==> config.mk <==
export PLATFORM = sky130hd
export DESIGN_NAME = ufc_top
export DESIGN_NICKNAME = d
export VERILOG_FILES = /design/src/rtl/ufc_pair_buf.v /design/src/rtl/ufc_turnaround.v /design/src/rtl/ufc_top.v
export VERILOG_INCLUDE_DIRS = /design/src /design/src/rtl
export SDC_FILE = /design/constraint.sdc
export NUM_CORES = 1
export LEC_CHECK = 0
export ABC_AREA = 0
export BUFFER_PORTS_ARGS = -buffer_cell sky130_fd_sc_hd__buf_2
export CAP_MARGIN = 20
export CORE_UTILIZATION = 36
export CTS_BUF_LIST = sky130_fd_sc_hd__clkbuf_2 sky130_fd_sc_hd__clkbuf_4 sky130_fd_sc_hd__clkbuf_8
export CTS_CLUSTER_DIAMETER = 80
export CTS_CLUSTER_SIZE = 8
export DETAILED_ROUTE_END_ITERATION = 16
export GPL_TIMING_DRIVEN = 0
export PLACE_DENSITY_LB_ADDON = 0.1
export SYNTH_ARGS = -nofsm -noshare
export SYNTH_HDL_FRONTEND = slang
export SYNTH_SLANG_ARGS = --single-unit
==> constraint.sdc <==
create_clock -name clk -period 2.4 [get_ports clk]
set_input_delay 0.36 -clock clk [delete_from_list [all_inputs] [get_ports clk]]
set_output_delay 0.36 -clock clk [all_outputs]
set_load 0.02 [all_outputs]
==> src/rtl/ufc_defines.vh <==
// Constants for the UART flow, trigger and turn-around slice.
// Assumes plain include by bare name; definitions only.
`ifndef UFC_DEFINES_VH
`define UFC_DEFINES_VH

// Register offsets on the 4-bit parallel register address
`define UFC_OFS_FLOW_SEL      4'h0
`define UFC_OFS_RESUME_A      4'h1
`define UFC_OFS_RESUME_B      4'h2
`define UFC_OFS_STOP_A        4'h3
`define UFC_OFS_STOP_B        4'h4
`define UFC_OFS_TX_IRQ_LVL    4'h5
`define UFC_OFS_RX_IRQ_LVL    4'h6
`define UFC_OFS_FLOW_HIGH     4'h7
`define UFC_OFS_FLOW_LOW      4'h8
`define UFC_OFS_CLK_PRESCALE  4'h9
`define UFC_OFS_TURNAROUND    4'hA
`define UFC_OFS_ADV_FEATURE2  4'hB
`define UFC_OFS_MODE          4'hC
`define UFC_OFS_STATUS        4'hD

// Flow-select fields inside the enhanced feature register
`define UFC_FS_TX_HI          3
`define UFC_FS_TX_LO          2
`define UFC_FS_RX_HI          1
`define UFC_FS_RX_LO          0

// Advanced feature register two fields
`define UFC_AF2_MULTIDROP     0
`define UFC_AF2_DIR_SEL_DTR   3
`define UFC_AF2_DIR_PIN_EN    4
`define UFC_AF2_MASK          8'h19

// Mode register field: large FIFO mode
`define UFC_MODE_FIFO128      0

// Clock prescaler field
`define UFC_PRESCALE_MSB      3

// Reset values
`define UFC_RST_ZERO          8'h00
`define UFC_RST_LEVEL         8'h01
`define UFC_RST_FLOW_HIGH     8'h60
`define UFC_RST_FLOW_LOW      8'h20
`define UFC_RST_FIFO128       1'b1

// Level code meaning one entry besides its own value
`define UFC_LVL_ZERO_CODE     8'h00
`define UFC_LVL_ONE           8'h01

`endif

==> src/rtl/ufc_pair_buf.v <==
// Two-entry buffer for flow characters going to the transmitter.
// Assumes both sides on clk; a stall on the drain side fills it.
`timescale 1ns/1ps
module ufc_pair_buf (
  input  wire       clk,
  input  wire       sys_rst,
  input  wire       in_valid,
  output wire       in_ready,
  input  wire [7:0] in_data,
  output wire       out_valid,
  input  wire       out_ready,
  output wire [7:0] out_data
);
  reg [7:0] slot0_reg;
  reg [7:0] slot1_reg;
  reg [1:0] count_reg;
  wire      push;
  wire      pop;

  // Honest full and empty from the fill count
  assign in_ready  = (count_reg != 2'h2);
  assign out_valid = (count_reg != 2'h0);
  assign out_data  = slot0_reg;
  assign push      = in_valid & in_ready;
  assign pop       = out_valid & out_ready;

  // Slot 0 is always the head; slot 1 shifts down on a pop
  always @(posedge clk) begin
    if (sys_rst) begin
      slot0_reg <= 8'h00;
      slot1_reg <= 8'h00;
      count_reg <= 2'h0;
    end else begin
      case ({push, pop})
        2'b10: begin
          if (count_reg == 2'h0) slot0_reg <= in_data;
          else slot1_reg <= in_data;
          count_reg <= count_reg + 2'h1;
        end
        2'b01: begin
          slot0_reg <= slot1_reg;
          count_reg <= count_reg - 2'h1;
        end
        2'b11: begin
          if (count_reg == 2'h1) slot0_reg <= in_data;
          else begin
            slot0_reg <= slot1_reg;
            slot1_reg <= in_data;
          end
        end
        default: count_reg <= count_reg;
      endcase
    end
  end
endmodule

==> src/rtl/ufc_turnaround.v <==
// Line driver turn-around timer for multidrop mode.
// Assumes tx_busy and bit_tick come from logic on clk.
`timescale 1ns/1ps
module ufc_turnaround (
  input  wire       clk,
  input  wire       sys_rst,
  input  wire       enable,
  input  wire       tx_busy,
  input  wire       bit_tick,
  input  wire [7:0] delay,
  output wire       drive_tx
);
  localparam [2:0] ST_RX  = 3'b001;
  localparam [2:0] ST_TX  = 3'b010;
  localparam [2:0] ST_CNT = 3'b100;

  reg [2:0] state_reg;
  reg [7:0] count_reg;

  // Receive direction whenever idle or the timer has run out
  assign drive_tx = (state_reg != ST_RX);

  // Count is in bit periods, so it only moves on the bit tick
  always @(posedge clk) begin
    if (sys_rst) begin
      state_reg <= ST_RX;
      count_reg <= 8'h00;
    end else if (!enable) begin
      state_reg <= ST_RX;
      count_reg <= 8'h00;
    end else begin
      case (state_reg)
        ST_RX: begin
          if (tx_busy) state_reg <= ST_TX;
        end
        ST_TX: begin
          if (!tx_busy) begin
            count_reg <= delay;
            state_reg <= (delay == 8'h00) ? ST_RX : ST_CNT; // [RULE_12]
          end
        end
        ST_CNT: begin
          if (tx_busy) state_reg <= ST_TX;
          else if (bit_tick) begin
            count_reg <= count_reg - 8'h01; // [RULE_13]
            if (count_reg == 8'h01) state_reg <= ST_RX; // [RULE_12]
          end
        end
        default: state_reg <= ST_RX;
      endcase
    end
  end
endmodule

==> src/rtl/ufc_top.v <==
// Flow-control selection, FIFO trigger levels, prescaler and
// multidrop line turn-around for one UART channel.
// Assumes FIFO counts, receive characters, tx_busy and bit_tick
// arrive from logic on clk; the host uses the parallel register port.
`timescale 1ns/1ps
`include "ufc_defines.vh"

// What this block does
// RULE_01: Upper select bits pick transmitted flow pairs
// RULE_02: Lower select bits pick compared receive pair
// RULE_03: Single tx pair, rx both: either char counts
// RULE_04: All bits set: both pairs sent, both required
// RULE_05: Host never sends flow characters as data
// RULE_06: Transmit trigger level 1..128, zero means one
// RULE_07: Receive trigger level 1..128, zero means one
// RULE_08: High threshold stops the remote transmitter
// RULE_09: Low threshold lets the remote resume
// RULE_10: Programmable levels only in large FIFO mode
// RULE_11: Prescaler low nibble, upper reserved, resets zero
// RULE_12: After last bit count down, then receive
// RULE_13: Turn-around delay counted in bit periods
// RULE_14: Flow select is low nibble, resets off
// RULE_15: Mode bit enables multidrop turn-around logic
// RULE_16: Select bit picks request or terminal pin
// RULE_17: Pin driven only when pin enable set
// RULE_18: Software keeps codes legal, low below high
module ufc_top (
  input  wire       clk,
  input  wire       sys_rst,
  input  wire [3:0] reg_addr,
  input  wire       reg_wr,
  input  wire       reg_rd,
  input  wire [7:0] reg_wdata,
  output reg  [7:0] reg_rdata,
  input  wire [7:0] tx_fifo_count,
  input  wire [7:0] rx_fifo_count,
  input  wire       small_tx_hit,
  input  wire       small_rx_hit,
  output reg        tx_level_hit,
  output reg        rx_level_hit,
  input  wire       rx_char_valid,
  input  wire [7:0] rx_char_data,
  output reg        rx_char_is_flow,
  output reg        remote_stopped,
  output wire       tx_flow_valid,
  input  wire       tx_flow_ready,
  output wire [7:0] tx_flow_data,
  output reg        local_stop,
  output wire [3:0] clock_prescale_value,
  input  wire       tx_busy,
  input  wire       bit_tick,
  input  wire       rts_n_user,
  input  wire       dtr_n_user,
  output reg        rts_n,
  output reg        dtr_n
);
  localparam [2:0] SQ_IDLE = 3'b001;
  localparam [2:0] SQ_A    = 3'b010;
  localparam [2:0] SQ_B    = 3'b100;

  reg  [3:0] enhanced_feature_reg;
  reg  [7:0] resume_char_a;
  reg  [7:0] resume_char_b;
  reg  [7:0] stop_char_a;
  reg  [7:0] stop_char_b;
  reg  [7:0] tx_fifo_irq_level;
  reg  [7:0] rx_fifo_irq_level;
  reg  [7:0] flow_threshold_high;
  reg  [7:0] flow_threshold_low;
  reg  [3:0] clock_prescale;
  reg  [7:0] line_turnaround_delay;
  reg  [7:0] advanced_feature_reg_two;
  reg        fifo128_reg;
  reg  [2:0] seq_state_reg;
  reg        seq_stop_reg;
  reg        pend_stop_reg;
  reg        pend_resume_reg;
  reg        half_stop_reg;
  reg        half_resume_reg;
  reg  [7:0] status_next;
  reg        stop_evt;
  reg        resume_evt;
  reg        is_flow;
  reg        half_stop_next;
  reg        half_resume_next;
  reg        buf_valid;
  reg  [7:0] buf_data;
  wire       buf_ready;
  wire       tx_hi;
  wire       tx_lo;
  wire       rx_hi;
  wire       rx_lo;
  wire       tx_flow_on;
  wire       rx_need_both;
  wire       rx_either;
  wire       multidrop_mode_enable;
  wire       tx_direction_pin_enable;
  wire       dir_sel_dtr;
  wire       dir_own;
  wire       drive_tx;
  wire [7:0] tx_lvl;
  wire [7:0] rx_lvl;
  wire [7:0] hi_lvl;
  wire [7:0] lo_lvl;
  wire       m_ra;
  wire       m_rb;
  wire       m_sa;
  wire       m_sb;

  // Code zero means a level of one entry
  function [7:0] lvl_of;
    input [7:0] code;
    begin
      lvl_of = (code == `UFC_LVL_ZERO_CODE) ? `UFC_LVL_ONE : code;
    end
  endfunction

  assign tx_hi = enhanced_feature_reg[`UFC_FS_TX_HI];
  assign tx_lo = enhanced_feature_reg[`UFC_FS_TX_LO];
  assign rx_hi = enhanced_feature_reg[`UFC_FS_RX_HI];
  assign rx_lo = enhanced_feature_reg[`UFC_FS_RX_LO];
  assign tx_flow_on = tx_hi | tx_lo; // [RULE_01]
  // Both pairs required only with every select bit set
  assign rx_need_both = tx_hi & tx_lo & rx_hi & rx_lo; // [RULE_04]
  assign rx_either = rx_hi & rx_lo & ~rx_need_both; // [RULE_03]
  assign multidrop_mode_enable = advanced_feature_reg_two[`UFC_AF2_MULTIDROP];
  assign tx_direction_pin_enable = advanced_feature_reg_two[`UFC_AF2_DIR_PIN_EN];
  assign dir_sel_dtr = advanced_feature_reg_two[`UFC_AF2_DIR_SEL_DTR];
  assign dir_own = multidrop_mode_enable & tx_direction_pin_enable; // [RULE_15] [RULE_17]
  assign clock_prescale_value = clock_prescale;
  assign tx_lvl = lvl_of(tx_fifo_irq_level); // [RULE_06]
  assign rx_lvl = lvl_of(rx_fifo_irq_level); // [RULE_07]
  assign hi_lvl = lvl_of(flow_threshold_high);
  assign lo_lvl = lvl_of(flow_threshold_low);
  assign m_ra = (rx_char_data == resume_char_a);
  assign m_rb = (rx_char_data == resume_char_b);
  assign m_sa = (rx_char_data == stop_char_a);
  assign m_sb = (rx_char_data == stop_char_b);

  // Register writes; reserved bits are dropped on write
  always @(posedge clk) begin
    if (sys_rst) begin
      enhanced_feature_reg     <= 4'h0; // [RULE_14]
      resume_char_a            <= `UFC_RST_ZERO;
      resume_char_b            <= `UFC_RST_ZERO;
      stop_char_a              <= `UFC_RST_ZERO;
      stop_char_b              <= `UFC_RST_ZERO;
      tx_fifo_irq_level        <= `UFC_RST_LEVEL;
      rx_fifo_irq_level        <= `UFC_RST_LEVEL;
      flow_threshold_high      <= `UFC_RST_FLOW_HIGH;
      flow_threshold_low       <= `UFC_RST_FLOW_LOW;
      clock_prescale           <= 4'h0; // [RULE_11]
      line_turnaround_delay    <= `UFC_RST_ZERO;
      advanced_feature_reg_two <= `UFC_RST_ZERO;
      fifo128_reg              <= `UFC_RST_FIFO128;
    end else if (reg_wr) begin
      case (reg_addr)
        `UFC_OFS_FLOW_SEL:     enhanced_feature_reg <= reg_wdata[3:0]; // [RULE_14]
        `UFC_OFS_RESUME_A:     resume_char_a <= reg_wdata;
        `UFC_OFS_RESUME_B:     resume_char_b <= reg_wdata;
        `UFC_OFS_STOP_A:       stop_char_a <= reg_wdata;
        `UFC_OFS_STOP_B:       stop_char_b <= reg_wdata;
        `UFC_OFS_TX_IRQ_LVL:   tx_fifo_irq_level <= reg_wdata; // [RULE_06]
        `UFC_OFS_RX_IRQ_LVL:   rx_fifo_irq_level <= reg_wdata; // [RULE_07]
        `UFC_OFS_FLOW_HIGH:    flow_threshold_high <= reg_wdata; // [RULE_08]
        `UFC_OFS_FLOW_LOW:     flow_threshold_low <= reg_wdata; // [RULE_09]
        `UFC_OFS_CLK_PRESCALE: clock_prescale <= reg_wdata[`UFC_PRESCALE_MSB:0]; // [RULE_11]
        `UFC_OFS_TURNAROUND:   line_turnaround_delay <= reg_wdata; // [RULE_13]
        `UFC_OFS_ADV_FEATURE2: advanced_feature_reg_two <= reg_wdata & `UFC_AF2_MASK;
        `UFC_OFS_MODE:         fifo128_reg <= reg_wdata[`UFC_MODE_FIFO128];
        default:               fifo128_reg <= fifo128_reg;
      endcase
    end
  end

  // Status word gathered for the read mux
  always @* begin
    status_next = {1'b0, fifo128_reg, drive_tx, dir_own,
                   local_stop, remote_stopped, rx_level_hit, tx_level_hit};
  end

  // Read data is registered; unmapped offsets read as zero
  always @(posedge clk) begin
    if (sys_rst) begin
      reg_rdata <= 8'h00;
    end else if (reg_rd) begin
      case (reg_addr)
        `UFC_OFS_FLOW_SEL:     reg_rdata <= {4'h0, enhanced_feature_reg};
        `UFC_OFS_RESUME_A:     reg_rdata <= resume_char_a;
        `UFC_OFS_RESUME_B:     reg_rdata <= resume_char_b;
        `UFC_OFS_STOP_A:       reg_rdata <= stop_char_a;
        `UFC_OFS_STOP_B:       reg_rdata <= stop_char_b;
        `UFC_OFS_TX_IRQ_LVL:   reg_rdata <= tx_fifo_irq_level;
        `UFC_OFS_RX_IRQ_LVL:   reg_rdata <= rx_fifo_irq_level;
        `UFC_OFS_FLOW_HIGH:    reg_rdata <= flow_threshold_high;
        `UFC_OFS_FLOW_LOW:     reg_rdata <= flow_threshold_low;
        `UFC_OFS_CLK_PRESCALE: reg_rdata <= {4'h0, clock_prescale}; // [RULE_11]
        `UFC_OFS_TURNAROUND:   reg_rdata <= line_turnaround_delay;
        `UFC_OFS_ADV_FEATURE2: reg_rdata <= advanced_feature_reg_two;
        `UFC_OFS_MODE:         reg_rdata <= {7'h00, fifo128_reg};
        `UFC_OFS_STATUS:       reg_rdata <= status_next;
        default:               reg_rdata <= 8'h00;
      endcase
    end
  end

  // Trigger hits; small FIFO mode passes its own trigger through
  always @(posedge clk) begin
    if (sys_rst) begin
      tx_level_hit <= 1'b0;
      rx_level_hit <= 1'b0;
    end else if (fifo128_reg) begin
      tx_level_hit <= (tx_fifo_count <= tx_lvl); // [RULE_06] [RULE_10]
      rx_level_hit <= (rx_fifo_count >= rx_lvl); // [RULE_07] [RULE_10]
    end else begin
      tx_level_hit <= small_tx_hit; // [RULE_10]
      rx_level_hit <= small_rx_hit;
    end
  end

  // Hysteresis between high and low thresholds; software keeps low
  // below high, otherwise resume requests would repeat each cycle
  always @(posedge clk) begin
    if (sys_rst) begin
      local_stop <= 1'b0;
    end else if (!fifo128_reg) begin
      local_stop <= 1'b0; // [RULE_10]
    end else if (rx_fifo_count >= hi_lvl) begin
      local_stop <= 1'b1; // [RULE_08]
    end else if (rx_fifo_count < lo_lvl) begin
      local_stop <= 1'b0; // [RULE_09]
    end
  end

  // Pending stop/resume requests; a new edge beats the retire
  always @(posedge clk) begin
    if (sys_rst) begin
      pend_stop_reg   <= 1'b0;
      pend_resume_reg <= 1'b0;
    end else if (!tx_flow_on || !fifo128_reg) begin
      pend_stop_reg   <= 1'b0;
      pend_resume_reg <= 1'b0;
    end else begin
      if ((rx_fifo_count >= hi_lvl) && !local_stop) begin
        pend_stop_reg   <= 1'b1; // [RULE_08]
        pend_resume_reg <= 1'b0;
      end else if (local_stop && (rx_fifo_count < lo_lvl)) begin
        pend_resume_reg <= 1'b1; // [RULE_09]
        pend_stop_reg   <= 1'b0;
      end else if (seq_state_reg == SQ_IDLE) begin
        if (pend_stop_reg) pend_stop_reg <= 1'b0;
        else if (pend_resume_reg) pend_resume_reg <= 1'b0;
      end
    end
  end

  // Character sender; with both pairs selected the first goes out then the second
  always @(posedge clk) begin
    if (sys_rst) begin
      seq_state_reg <= SQ_IDLE;
      seq_stop_reg  <= 1'b0;
    end else begin
      case (seq_state_reg)
        SQ_IDLE: begin
          if (pend_stop_reg || pend_resume_reg) begin
            seq_stop_reg  <= pend_stop_reg;
            seq_state_reg <= tx_hi ? SQ_A : SQ_B; // [RULE_01]
          end
        end
        SQ_A: if (buf_ready) seq_state_reg <= tx_lo ? SQ_B : SQ_IDLE; // [RULE_01] [RULE_04]
        SQ_B: if (buf_ready) seq_state_reg <= SQ_IDLE;
        default: seq_state_reg <= SQ_IDLE;
      endcase
    end
  end

  // Character offered to the buffer from the sender state
  always @* begin
    buf_valid = (seq_state_reg != SQ_IDLE);
    case (seq_state_reg)
      SQ_A:    buf_data = seq_stop_reg ? stop_char_a : resume_char_a;
      SQ_B:    buf_data = seq_stop_reg ? stop_char_b : resume_char_b;
      default: buf_data = 8'h00;
    endcase
  end

  // Receive comparison; with both pairs the first half is remembered
  always @* begin
    stop_evt         = 1'b0;
    resume_evt       = 1'b0;
    is_flow          = 1'b0;
    half_stop_next   = half_stop_reg;
    half_resume_next = half_resume_reg;
    if (rx_char_valid) begin
      half_stop_next   = 1'b0;
      half_resume_next = 1'b0;
      if (rx_need_both) begin
        is_flow          = m_sa | m_ra | (half_stop_reg & m_sb) | (half_resume_reg & m_rb);
        stop_evt         = half_stop_reg & m_sb; // [RULE_04]
        resume_evt       = half_resume_reg & m_rb; // [RULE_04]
        half_stop_next   = m_sa;
        half_resume_next = m_ra;
      end else if (rx_either) begin
        stop_evt   = m_sa | m_sb; // [RULE_03]
        resume_evt = m_ra | m_rb; // [RULE_03]
        is_flow    = stop_evt | resume_evt;
      end else if (rx_hi) begin
        stop_evt   = m_sa; // [RULE_02]
        resume_evt = m_ra;
        is_flow    = stop_evt | resume_evt;
      end else if (rx_lo) begin
        stop_evt   = m_sb; // [RULE_02]
        resume_evt = m_rb;
        is_flow    = stop_evt | resume_evt;
      end
    end
  end

  // Remote flow state; reserved characters are never payload
  always @(posedge clk) begin
    if (sys_rst) begin
      half_stop_reg   <= 1'b0;
      half_resume_reg <= 1'b0;
      remote_stopped  <= 1'b0;
      rx_char_is_flow <= 1'b0;
    end else begin
      half_stop_reg   <= half_stop_next;
      half_resume_reg <= half_resume_next;
      rx_char_is_flow <= is_flow; // [RULE_05]
      if (!(rx_hi | rx_lo)) remote_stopped <= 1'b0; // [RULE_02]
      else if (stop_evt) remote_stopped <= 1'b1;
      else if (resume_evt) remote_stopped <= 1'b0;
    end
  end

  // Stall by the transmitter holds the sender, no character lost
  ufc_pair_buf u_buf (
    .clk       (clk),
    .sys_rst   (sys_rst),
    .in_valid  (buf_valid),
    .in_ready  (buf_ready),
    .in_data   (buf_data),
    .out_valid (tx_flow_valid),
    .out_ready (tx_flow_ready),
    .out_data  (tx_flow_data)
  );

  ufc_turnaround u_turn (
    .clk      (clk),
    .sys_rst  (sys_rst),
    .enable   (dir_own),
    .tx_busy  (tx_busy),
    .bit_tick (bit_tick),
    .delay    (line_turnaround_delay),
    .drive_tx (drive_tx)
  );

  // Direction pin: low means receive; other pin keeps its user level
  always @(posedge clk) begin
    if (sys_rst) begin
      rts_n <= 1'b1;
      dtr_n <= 1'b1;
    end else begin
      rts_n <= (dir_own && !dir_sel_dtr) ? drive_tx : rts_n_user; // [RULE_16] [RULE_17]
      dtr_n <= (dir_own && dir_sel_dtr) ? drive_tx : dtr_n_user; // [RULE_16] [RULE_12]
    end
  end
endmodule

Word-level counts from Yosys, hierarchy flattened

Cells that the tools add are included.

RAM bits: 0
Input port bits: 48
Memories: 0
Output and inout bits: 28
Logic and storage cells: 221
Latch bits: 0
Register bits: 136
ROM bits: 0

Shift-type cells: 0
Magnitude comparators: 4
Div/mod/pow operators: 0
Reductions and logical operators: 52
Add/subtract/negate cells: 3
Bitwise gates (word level): 24
Muxes and demuxes: 62
Equality and inequality tests: 44
Multiply operators: 0

Operators by type and width:

| kind                 | number |
|---|---|
| $pmux W8 S14         | 1 |
| $mux W8              | 13 |
| $pmux W8 S2          | 3 |
| $logic_not A8 Y1     | 5 |
| $mux W3              | 11 |
| $eq A8 B8 Y1         | 4 |
| $reduce_and A2 Y1    | 16 |
| $mux W1              | 30 |
| $eq A4 B4 Y1 const B | 6 |
| $pmux W8 S3          | 1 |
| $pmux W3 S3          | 2 |
| $eq A4 B3 Y1 const B | 4 |
| $ge A8 B8 Y1         | 2 |
| $ne A2 B2 Y1 const B | 7 |
| $reduce_bool A2 Y1   | 7 |
| $and A1 B1 Y1        | 10 |
| $ne A2 B1 Y1 const B | 5 |
| $reduce_or A2 Y1     | 5 |
| $or A1 B1 Y1         | 9 |
| $eq A4 B2 Y1 const B | 2 |
| $eq A8 B1 Y1 const B | 1 |
| $le A8 B8 Y1         | 1 |
| $lt A8 B8 Y1         | 1 |
| $reduce_and A4 Y1    | 2 |
| 22 further kinds     | 41 |

Longest topological paths before layout

Gate-level depths: netlist of the first run.

Depth in word-level cells: 10
Gate-level depth with buffers: 11
Gate-level depth less buffers: 10

By module

A second synthesis of the first run with hierarchy kept.

Cell total of the unflattened synthesis: 946
Area total of the unflattened synthesis: 8191.6 um^2

By module, submodules not included:

| module         | instances | area each (um^2) | cells an instance |
|---|---|---|---|
| ufc_top        | 1         | 6334.8           | 735 |
| ufc_pair_buf   | 1         | 1072.3           | 115 |
| ufc_turnaround | 1         | 784.5            | 96 |

Worst setup path after synthesis of the first run

Ideal clock, no wire load.

Path type: register to register
Start point: reg u_buf.count_reg[0]
End point: reg u_buf.slot1_reg[0]
Period minus slack after synthesis: 2.219 ns
Buffers on the path: 1
Stages on the path, launching flop included: 11
Data required time: 2.272 ns
Library setup time: 0.128 ns
Path slack: 0.181 ns
Arrival: 2.091 ns
Path through: dfxtp_1 > inv_1 > ha_1 > inv_1 > nand2_1 > inv_1 > ha_1 > o211a_1 > buf_1 > mux2i_1 > nor2_1

Longest elaborated chain between the ends: 5
Elaborated cells between the ends (all ways): 13
Those cells by class: eq/ne (6); mux (1); bitwise (2); reduce/logical (4)

RTL lines:

| element                                                             | RTL line          | RTL |
|---|---|---|
| start: declaration                                                  | ufc_pair_buf.v:16 | `reg [1:0] count_reg;` |
| start signal: assignment                                            | ufc_pair_buf.v:38 | `count_reg <= count_reg + 2'h1;` |
| start signal: assignment                                            | ufc_pair_buf.v:42 | `count_reg <= count_reg - 2'h1;` |
| start signal: assignment                                            | ufc_pair_buf.v:51 | `default: count_reg <= count_reg;` |
| $reduce_bool A2 Y1 *                                                | ufc_pair_buf.v:22 | `assign out_valid = (count_reg != 2'h0);` |
| net tx_flow_valid                                                   | ufc_top.v:45      | `output wire tx_flow_valid,` |
| $and A1 B1 Y1 *                                                     | ufc_pair_buf.v:25 | `assign pop = out_valid & out_ready;` |
| $eq A2 B2 Y1                                                        | ufc_pair_buf.v:34 | `case ({push, pop})` |
| $ne A2 B2 Y1 (no line) / $reduce_bool A2 Y1 (equally long branches) | -                 |  |
| $reduce_and A3 Y1 (no line)                                         | -                 |  |
| end signal: assignment                                              | ufc_pair_buf.v:37 | `else slot1_reg <= in_data;` |
| end signal: assignment                                              | ufc_pair_buf.v:48 | `slot1_reg <= in_data;` |
| end: declaration                                                    | ufc_pair_buf.v:15 | `reg [7:0] slot1_reg;` |

Mark *: on every way through the listed nets, which the timed path passes. The rest lies on a longest branch.
A chain may end at the register's enable or synchronous reset.

Worst setup path in the final report of the first run

Start point: reg u_buf.count_reg[0]
End point: reg u_buf.slot0_reg[0] (netlist: u_buf.out_data[0])

Longest elaborated chain between the ends: 5
Elaborated cells between the ends (all ways): 14
Those cells by class: eq/ne (6); mux (2); bitwise (2); reduce/logical (4)

RTL lines:

| element                                                             | RTL line                             | RTL |
|---|---|---|
| $ne A2 B2 Y1 / $reduce_bool A2 Y1 (equally long branches)           | ufc_pair_buf.v:21, ufc_pair_buf.v:22 |  |
| $and A1 B1 Y1, on equally long branches                             | ufc_pair_buf.v:24, ufc_pair_buf.v:25 |  |
| $eq A2 B2 Y1 / $eq A2 B1 Y1 (equally long branches)                 | ufc_pair_buf.v:34                    |  |
| $ne A2 B1 Y1 (no line) / $reduce_bool A3 Y1 (equally long branches) | -                                    |  |
| $reduce_and A2 Y1 (no line)                                         | -                                    |  |
| end signal: assignment                                              | ufc_pair_buf.v:36                    | `if (count_reg == 2'h0) slot0_reg <= in_data;` |
| end signal: assignment                                              | ufc_pair_buf.v:41                    | `slot0_reg <= slot1_reg;` |
| end signal: assignment                                              | ufc_pair_buf.v:45                    | `if (count_reg == 2'h1) slot0_reg <= in_data;` |
| end: declaration                                                    | ufc_pair_buf.v:14                    | `reg [7:0] slot0_reg;` |

Several ways; a longest one is shown, not always the timed one.

==> metrics.csv, run 1 <==
metric;value;unit
run status;complete, no violations;
mapped cell area;8020;um^2
gr usage total;0.254;
final setup fails;0;
I/O pin total;76;
maximum vdd drop;0.243;mV
Final HPWL DP;21300;um
power consumption;5.40;mW
FF+latch count, synth;136;
vias in the first global route;6819;
drt pass-1 iters;5;
post-synthesis cell count;945;
fin cells;1314;
starting density of the core;0.368;
Worst-Margin Slew;0.952;ns
asr flop ratio synth;0;
Iteration-0 DRC Markers;706;
Final TNS setup;0;ns
maximum clock frequency;449;MHz
CTS tree;built;
initial antenna violation count;0;
PortBufs;58;
Routed Antenna Nets;0;
post-synth cell types;81;
GPL Wtd Cong;0.964;
Critical Path Sink Type;register;
DP Area;8660;um^2
Leakage;3.44;nW
Rel. slew slack;0.366;
mean area per synthesized cell;8.49;um^2
CTS max path bufs;2;
ys flop type;dfxtp_1;
data arrival time of the worst path;2.57;ns
Post-CTS Setup Bufs;0;
Net Count, Synth;1032;
startpoint types;register;
final instance area;9040;um^2
Period minus WS final;2.23;ns
Post-Route WL;28000;um
Worst Clk Skew;0.0181;ns
P per Cell Area;598;nW/um^2
Die H;151;um
Die Wd;151;um
RSZ-0062 raised after global routing;no;
antenna fix cells;0;
Core Area;21800;um^2
row count;54;
global-route wire length before repair;42500;um
# nets final;1108;
largest net degree at the start of global routing;17;
wire length per cell;21.3;um
DRC;0;
Crit Path Max Fanout;8;
final slew viol count;0;
Final Cycle Share;0.929;
placed insts;1283;
Worst-Skew Late Latency;0.47;ns
die area;22900;um^2
Ys Warns;0;
sequential-to-total area share from yosys stat;0.339;
CP required;2.74;ns
area grow syn2layout;12.7;%
Fillers;2315;
H-Tree Depth;4;
clk root buf;clkbuf_8;
Via density;5.55;
total clock sinks;136;
gr ovfl total;0;
Vias;7297;
share of cells above drive strength 1;0.150;
CTS clk-pin slew, worst paths;0.10;ns
Hold Path Class;input pin to register;
Setup CP Type;register to register;
max cap viols;0;
Fin Hold WS;0.106;ns
Hold Fails Final Rpt;0;
TritonCTS buffer count;17;
EDFF count, synth;0;
stage by stage:
step,utilization,setup slack [ns]
floorplan,-,0.181
global placement,0.397,-0.0195
detailed placement,0.397,-0.0423
CTS,0.414,0.143
global route,0.414,0.00896
finish,0.414,0.171
path summary, 6_finish.rpt:
path / cells past startpoint / start / endpoint / slack, ns
worst min register to register: 2 / flow_threshold_low[2] / flow_threshold_low[2] / 0.46
worst max register to register: 10 / u_buf.count_reg[0] / u_buf.out_data[0] / 0.17
worst min-delay path: 3 / dtr_n_user / dtr_n / 0.11
worst max-delay path: 10 / u_buf.count_reg[0] / u_buf.out_data[0] / 0.17
where the power goes:
| group | internal [mW] | switching [mW] | leakage [nW] |
|---|---|---|---|
| registers | 2.36 | 0.0745 | 1.10 |
| logic | 0.378 | 0.703 | 2.15 |
| clock network | 0.790 | 1.10 | 0.189 |
cell usage in the layout, fill, tap and decap left out, drive strengths merged, types with 20 or more instances in the layout:
master  synthesis  layout
dfxtp         136     136
mux2i          92      92
nor2          118     118
clkbuf         35      53
nor3           20      20
inv            49      58
buf            29      86
ha             39      39
xnor2          32      32
o21ai          43      43
a21oi          57      57
nand2          79      79
cells in the mapped netlist, types with 12 or more instances:
| library cell | number | area, um^2 |
|---|---|---|
| dfxtp_1 | 136 | 2720 |
| nor2_1 | 112 | 420 |
| mux2i_1 | 92 | 921 |
| nand2_1 | 77 | 289 |
| a21oi_1 | 56 | 280 |
| inv_1 | 49 | 184 |
| ha_1 | 39 | 488 |
| o21ai_0 | 39 | 195 |
| clkbuf_1 | 34 | 128 |
| xnor2_1 | 32 | 280 |
| buf_2 | 17 | 85.1 |
| nand4_1 | 17 | 106 |
| nor3_1 | 17 | 85.1 |
| a22oi_1 | 16 | 120 |
| o22ai_1 | 14 | 87.6 |
| a221oi_1 | 12 | 105 |
| nor2b_1 | 12 | 75.1 |
layer usage:
metal  GRT usage  wire, um  vias up
met5           0         0        -
met4      0.0925       677        0
met3      0.0389      1750       38
met2       0.383     12400      261
met1       0.361     13200     3455
li1            -         -     3543
cells by family (layout without fill, tap and decap cells):
group / Yosys count / count (layout) / share of synthesized area
buf+inv: 113 / 202 / 0.0629
xor+xnor: 34 / 34 / 0.0371
compound gates: 218 / 218 / 0.183
flops: 136 / 136 / 0.339
mux: 100 / 100 / 0.130
fa+ha+maj: 39 / 39 / 0.0608
simple gates: 305 / 305 / 0.187
layout make-up:
type / instances / area [um^2] / share of cell area
Sequential cell: 136 / 2720 / 0.301
Timing Repair Buffer: 58 / 290 / 0.0321
Tap cell: 280 / 350 / 0.0388
Inverter: 49 / 184 / 0.0203
Buffer: 63 / 317 / 0.0350
Clock inverter: 14 / 130 / 0.0144
Multi-Input combinational cell: 696 / 4800 / 0.531
Clock buffer: 18 / 248 / 0.0274
critical path, cell delays in order, from the launching register on:
cell and delay [ns]:
dfxtp_1 0.34, inv_1 0.09, ha_1 0.25, inv_1 0.10, nand2_1 0.15, inv_1 0.12, ha_1 0.24, nand2_1 0.09
nand2_1 0.19, a221oi_1 0.48, nor3_1 0.08
what timing repair did:
action                                 4_1_cts  5_1_grt
resized for setup                            0        3
endpoints found under the hold margin        0        0
hold buffers                                 0        0
pin swaps                                    0        1
setup endpoints to repair                    8       11
Power figures use the tool's default switching activity.
==> inputs of run 2 (changes only) <==
ABC_AREA = 1   (was 0)
CORE_MARGIN = 3   (was default)
==> run 2 against run 1 <==
Compared with the run above:
- setup slack gained 0.021 ns
- sequential cell count unchanged
- die area rose by 0.52%
- register-to-register slack improved by 0.02 ns
- design area is 3.3% lower
- synthesized area decreased by 4.8%
- sequential share of layout area rose by 1.0 points
- clock skew fell by 0.0056 ns
- combinational power up 33%
- first-iteration DRC count fell by 12%
- critical path type unchanged
==> metrics.csv, run 2 <==
metric;value;unit
DP Area;8320;um^2
Buf/Inv on CP;1;
max cap viols;0;
Crit Path Max Fanout;3;
I/O pin total;76;
global-route wire length before repair;40700;um
Net Count, Synth;1199;
Worst-Margin Slew;0.911;ns
Post-Route WL;26400;um
largest net degree at the start of global routing;17;
Fillers;2315;
CTS tree;built;
Leakage;3.62;nW
Vias;7760;
wire length per cell;17.8;um
Die Wd;152;um
most frequent cells in the layout;190 x nand2_1, 159 x inv_1, 146 x a21oi_1;
Via density;5.22;
Die H;152;um
Critical-path top delay cell;o41ai_2;
GPL Wtd Cong;0.924;
area grow syn2layout;14.4;%
run status;complete, no violations;
RSZ-0062 raised after global routing;no;
Final Core Density;0.425;
EDFF count, synth;0;
Final Cycle Share;0.920;
mapped cell area;7640;um^2
post-synth cell types;39;
Critical Path Sink Type;register;
Hold Fails Final Rpt;0;
Worst-Skew Late Latency;0.47;ns
initial antenna violation count;1;
Hold Path Class;input pin to register;
critical-path cell list;inv_1 -> nand4_1 -> o41ai_2 -> ha_1 -> o21ai_0 -> a21boi_0 -> o21ai_0 -> nand2_1 -> nand2_1 -> nand2_1 -> nand2_1 -> a31oi_1;
max incr delay on CP;0.37;ns
maximum clock frequency;453;MHz
Rel. slew slack;0.393;
power consumption;5.78;mW
post-synthesis cell count;1112;
maximum vdd drop;0.327;mV
gr usage total;0.234;
share of cells above drive strength 1;0.139;
sequential-to-total area share from yosys stat;0.356;
Clock power frac;0.311;
H-Tree Depth;4;
Period minus WS final;2.21;ns
count leader, synth;nand2_1;
area leader, netlist;dfxtp_1;
row count;52;
switch share;0.347;
Fin Hold WS;0.150;ns
DRC;0;
Flop pwr share;0.441;
starting density of the core;0.372;
hold_buf cts;0;
drt pass-1 iters;5;
critical path's top delay family;compound AO/OA/AOI/OAI gates;
mean area per synthesized cell;6.87;um^2
Core Area;20600;um^2
Iteration-0 DRC Markers;619;
combinational share of power;0.248;
final setup fails;0;
die area;23000;um^2
P per Cell Area;662;nW/um^2
Final HPWL DP;20400;um
PortBufs;69;
TritonCTS buffer count;17;
total clock sinks;136;
CTS clk-pin slew, worst paths;0.08;ns
CTS max path bufs;2;
top cell type's share of synthesized area;0.356;
Setup CP Type;register to register;
gr ovfl total;0;
Cell Int Power;3.78;mW
# nets final;1289;
vias in the first global route;7270;
Routed Antenna Nets;0;
ys flop type;dfxtp_1;
top post-synthesis cells by area;dfxtp_1 36%, a21oi_1 9.6%, nand2_1 9.4%, inv_1 7.8%, o21ai_0 7.1%;
Net Sw Power;2.00;mW
commonest non-fill, non-tap cell in the layout;nand2_1;
final slew viol count;0;
CP required;2.74;ns
data arrival time of the worst path;2.55;ns
final instance area;8740;um^2
startpoint types;register;
Worst Clk Skew;0.0125;ns
Ys Warns;0;
commonest cells in the netlist;191 x nand2_1, 159 x inv_1, 147 x a21oi_1;
most used cell, CP;nand2_1;
clk root buf;clkbuf_8;
asr flop ratio synth;0;
FF+latch count, synth;136;
-- run 2: cell types whose count changed after synthesis, sizes merged, moves of 11 or more --
cell,delta
nor2,-49
inv,+131
clkbuf,-13
a221oi,-11
a22oi,-15
nand2b,-13
nand3,+20
nor2b,-13
nand2,+119
o22ai,+17
o21ai,+99
a21oi,+90
xnor2,-18
mux2i,-92
-- run 2: what timing repair did --
action	CTS	global route
resized for setup	2	9
pin swaps	1	2
setup buffers	1	1
setup endpoints to repair	12	11
-- run 2: power by group through the flow --
stage	sequential [mW]	combinational, mW	clock [mW]
floorplan	2.68	0.857	0
global placement	2.60	1.36	0
detailed placement	2.60	1.36	0
CTS	2.55	1.39	1.83
global route	2.58	1.62	1.92
finish	2.55	1.44	1.79
-- run 2: through the flow --
| step | setup TNS, ns | setup slack (ns) | cells |
|---|---|---|---|
| final | 0 | 0.192 | 1486 |
| after global routing | 0 | 0.0283 | 1486 |
| after CTS | 0 | 0.0639 | 1484 |
| after detailed placement | -0.840 | -0.183 | 1451 |
| after global placement | -0.914 | -0.192 | 1451 |
| after floorplan | 0 | 0.194 | 1112 |
-- run 2: path summary, 6_finish.rpt --
path,end,start,cells after the start,slack [ns]
max,rx_level_hit,rx_fifo_irq_level[2],12,0.19
min,rx_char_is_flow,rx_char_valid,3,0.15
max reg2reg,rx_level_hit,rx_fifo_irq_level[2],12,0.19
min reg2reg,reg_rdata[6],reg_rdata[6],2,0.46
-- run 2: area by class of cell --
cell class              instances  area [um^2]  area share
inverters                     180          676      0.0773
diodes                          1         2.50    0.000286
clock inverters                10         70.1     0.00802
repair buffers                 71          360      0.0412
well taps                     270          338      0.0387
clock buffers                  22          297      0.0339
flip-flops and latches        136         2720       0.312
multi-input cells             755         4090       0.468
plain buffers                  41          184      0.0211
-- run 2: routing by layer --
layer / GRT usage / vias up / part of all wire
met5: 0 / - / 0
met4: 0.0759 / 0 / 0.022
met3: 0.0399 / 39 / 0.050
met2: 0.384 / 221 / 0.47
met1: 0.314 / 3602 / 0.46
li1: - / 3898 / -
-- run 2: tightest hold or removal path, stage by stage --
cell     delay (ns)
buf_2          0.11
nand3_1        0.07
nor2_1         0.03
-- run 2: logic make-up (layout without fill, tap and decap cells) --
logic type / after synthesis / count (layout) / synth area share
fa+ha+maj: 39 / 39 / 0.0639
compound gates: 362 / 362 / 0.258
xor+xnor: 18 / 18 / 0.0206
simple gates: 336 / 336 / 0.189
buf+inv: 221 / 324 / 0.112
other cells: 0 / 1 / 0
flops: 136 / 136 / 0.356
==> inputs of run 3 (changes only) <==
BUFFER_PORTS_ARGS = default   (was -buffer_cell sky130_fd_sc_hd__buf_2)
CELL_PAD_IN_SITES_DETAIL_PLACEMENT = 1   (was default)
CELL_PAD_IN_SITES_GLOBAL_PLACEMENT = 1   (was default)
CTS_CLUSTER_SIZE = default   (was 8)
DONT_BUFFER_PORTS = 1   (was default)
==> run 3 against run 2 <==
Compared with the run above:
- hold slack worse by 0.13 ns
- sequential power rose by 4%
- power grew 6.1%
- sequential cell count unchanged
- clock power is 26% higher
- combinational power is 15% lower
- count of clock-buffer cells in the layout shrank 1
- clock skew is 0.0024 ns higher
- design area decreased by 3.1%
- core utilization down 1.3 points
- via count fell by 0.53%
- routed wire length rose by 8.5%
- largest power group unchanged
==> metrics.csv, run 3 (synthesized netlist as in run 2, its figures left out) <==
metric;value;unit
run status;complete, no violations;
Final TNS setup;0;ns
Flop pwr share;0.433;
Core Area;20600;um^2
TritonCTS buffer count;17;
max cap viols;0;
Worst Clk Skew;0.0149;ns
startpoint types;register;
CTS tree;built;
Routed Antenna Nets;0;
Leakage;3.35;nW
multi-input logic area;4080;um^2
Fillers;2738;
Iteration-0 DRC Markers;465;
Critical Path Sink Type;register;
Crit Path Max Fanout;10;
critical-path cell list;inv_1 -> ha_1 -> inv_2 -> nand2_1 -> clkbuf_4 -> inv_1 -> ha_2 -> nand2_1 -> o211ai_1 -> buf_4 -> a21oi_1 -> o21ai_0 -> inv_1;
CP required;2.76;ns
Hold Path Class;input pin to register;
vias in the first global route;7637;
fin cells;1415;
Final Core Density;0.412;
Final Cycle Share;0.917;
antenna fix cells;0;
area grow syn2layout;10.9;%
initial antenna violation count;0;
die area;23000;um^2
Die Wd;152;um
Post-Route WL;28700;um
GPL Wtd Cong;0.933;
commonest non-fill, non-tap cell in the layout;nand2_1;
starting density of the core;0.372;
Rel. slew slack;0.435;
row count;52;
largest net degree at the start of global routing;17;
maximum clock frequency;454;MHz
most frequent cells in the layout;191 x nand2_1, 158 x inv_1, 146 x a21oi_1;
share of cells above drive strength 1;0.0865;
final setup fails;0;
total clock sinks;136;
gr ovfl total;0;
hold_buf cts;0;
Critical-path top delay cell;dfxtp_1;
CTS clk-pin slew, worst paths;0.09;ns
I/O pin total;76;
Via density;5.46;
Clock power frac;0.366;
wire length per cell;20.3;um
final slew viol count;0;
Setup CP Type;register to register;
H-Tree Depth;4;
PortBufs;0;
FF+latch area;2720;um^2
Worst-Skew Late Latency;0.47;ns
Hold Fails Final Rpt;0;
Vias;7719;
combinational share of power;0.200;
Net Sw Power;2.03;mW
switch share;0.332;
CTS max path bufs;2;
drt pass-1 iters;5;
maximum vdd drop;0.341;mV
clk root buf;clkbuf_8;
Cell Int Power;4.10;mW
P per Cell Area;724;nW/um^2
placed insts;1382;
most used cell, CP;inv_1;
Die H;152;um
# nets final;1219;
gr usage total;0.254;
Period minus WS final;2.20;ns
data arrival time of the worst path;2.57;ns
Worst-Margin Slew;0.847;ns
Final HPWL DP;22100;um
DRC;0;
Fin Hold WS;0.0194;ns
max incr delay on CP;0.34;ns
global-route wire length before repair;43900;um
## run 3: repair_timing
action	4_1_cts	5_1_grt
resized for setup	3	7
pin swaps	1	0
setup endpoints to repair	16	16
setup buffers	1	0
## run 3: final timing paths
check / from / endpoint / slack [ns] / depth (start not counted)
setup / recovery: u_buf.count_reg[0] / u_buf.slot1_reg[4] / 0.20 / 13
hold reg to reg: u_turn.count_reg[4] / u_turn.count_reg[4] / 0.47 / 2
hold / removal: rx_char_valid / rx_char_is_flow / 0.02 / 2
setup reg to reg: u_buf.count_reg[0] / u_buf.slot1_reg[4] / 0.20 / 13
## run 3: area by class of cell
class                      instances  area share
buffer                            41      0.0217
clock buffer                      21      0.0341
clock inverter                    11      0.0199
inverter                         180      0.0798
multi-input combinational        755       0.482
sequential                       136       0.321
tap                              270      0.0399
timing repair buffer               1    0.000886
## run 3: power by group through the flow
stage | clock network (mW) | registers (mW) | logic (mW)
5_1_grt | 2.38 | 2.68 | 1.40
2_1_floorplan | 0 | 2.68 | 0.857
4_1_cts | 2.26 | 2.66 | 1.21
6_report | 2.25 | 2.66 | 1.23
3_3_place_gp | 0 | 2.71 | 1.13
3_5_place_dp | 0 | 2.72 | 1.16
## run 3: stage by stage
| step | area, um^2 | power [mW] | worst slack [ns] |
|---|---|---|---|
| CTS | 8450 | 6.14 | 0.0261 |
| floorplan | 7640 | 3.54 | 0.194 |
| global placement | 7980 | 3.84 | -0.320 |
| global route | 8470 | 6.46 | -0.0198 |
| finish | 8470 | 6.14 | 0.199 |
| detailed placement | 7980 | 3.88 | -0.368 |
## run 3: routing by layer
layer,part of all wire,GRT usage,up-vias
met5,0,0,-
li1,-,-,3760
met4,0.021,0.0723,0
met3,0.049,0.0518,33
met1,0.45,0.332,3771
met2,0.48,0.426,155
## run 3: critical path: cells and delay by family, from the launching register on
kind                     cells  cell delay [ns]
AO/OA/AOI/OAI                3             0.32
AND/OR/NAND/NOR              2             0.18
flip-flops                   1             0.34
adder cells (fa/ha/maj)      2             0.46
buffers and inverters        6             0.80
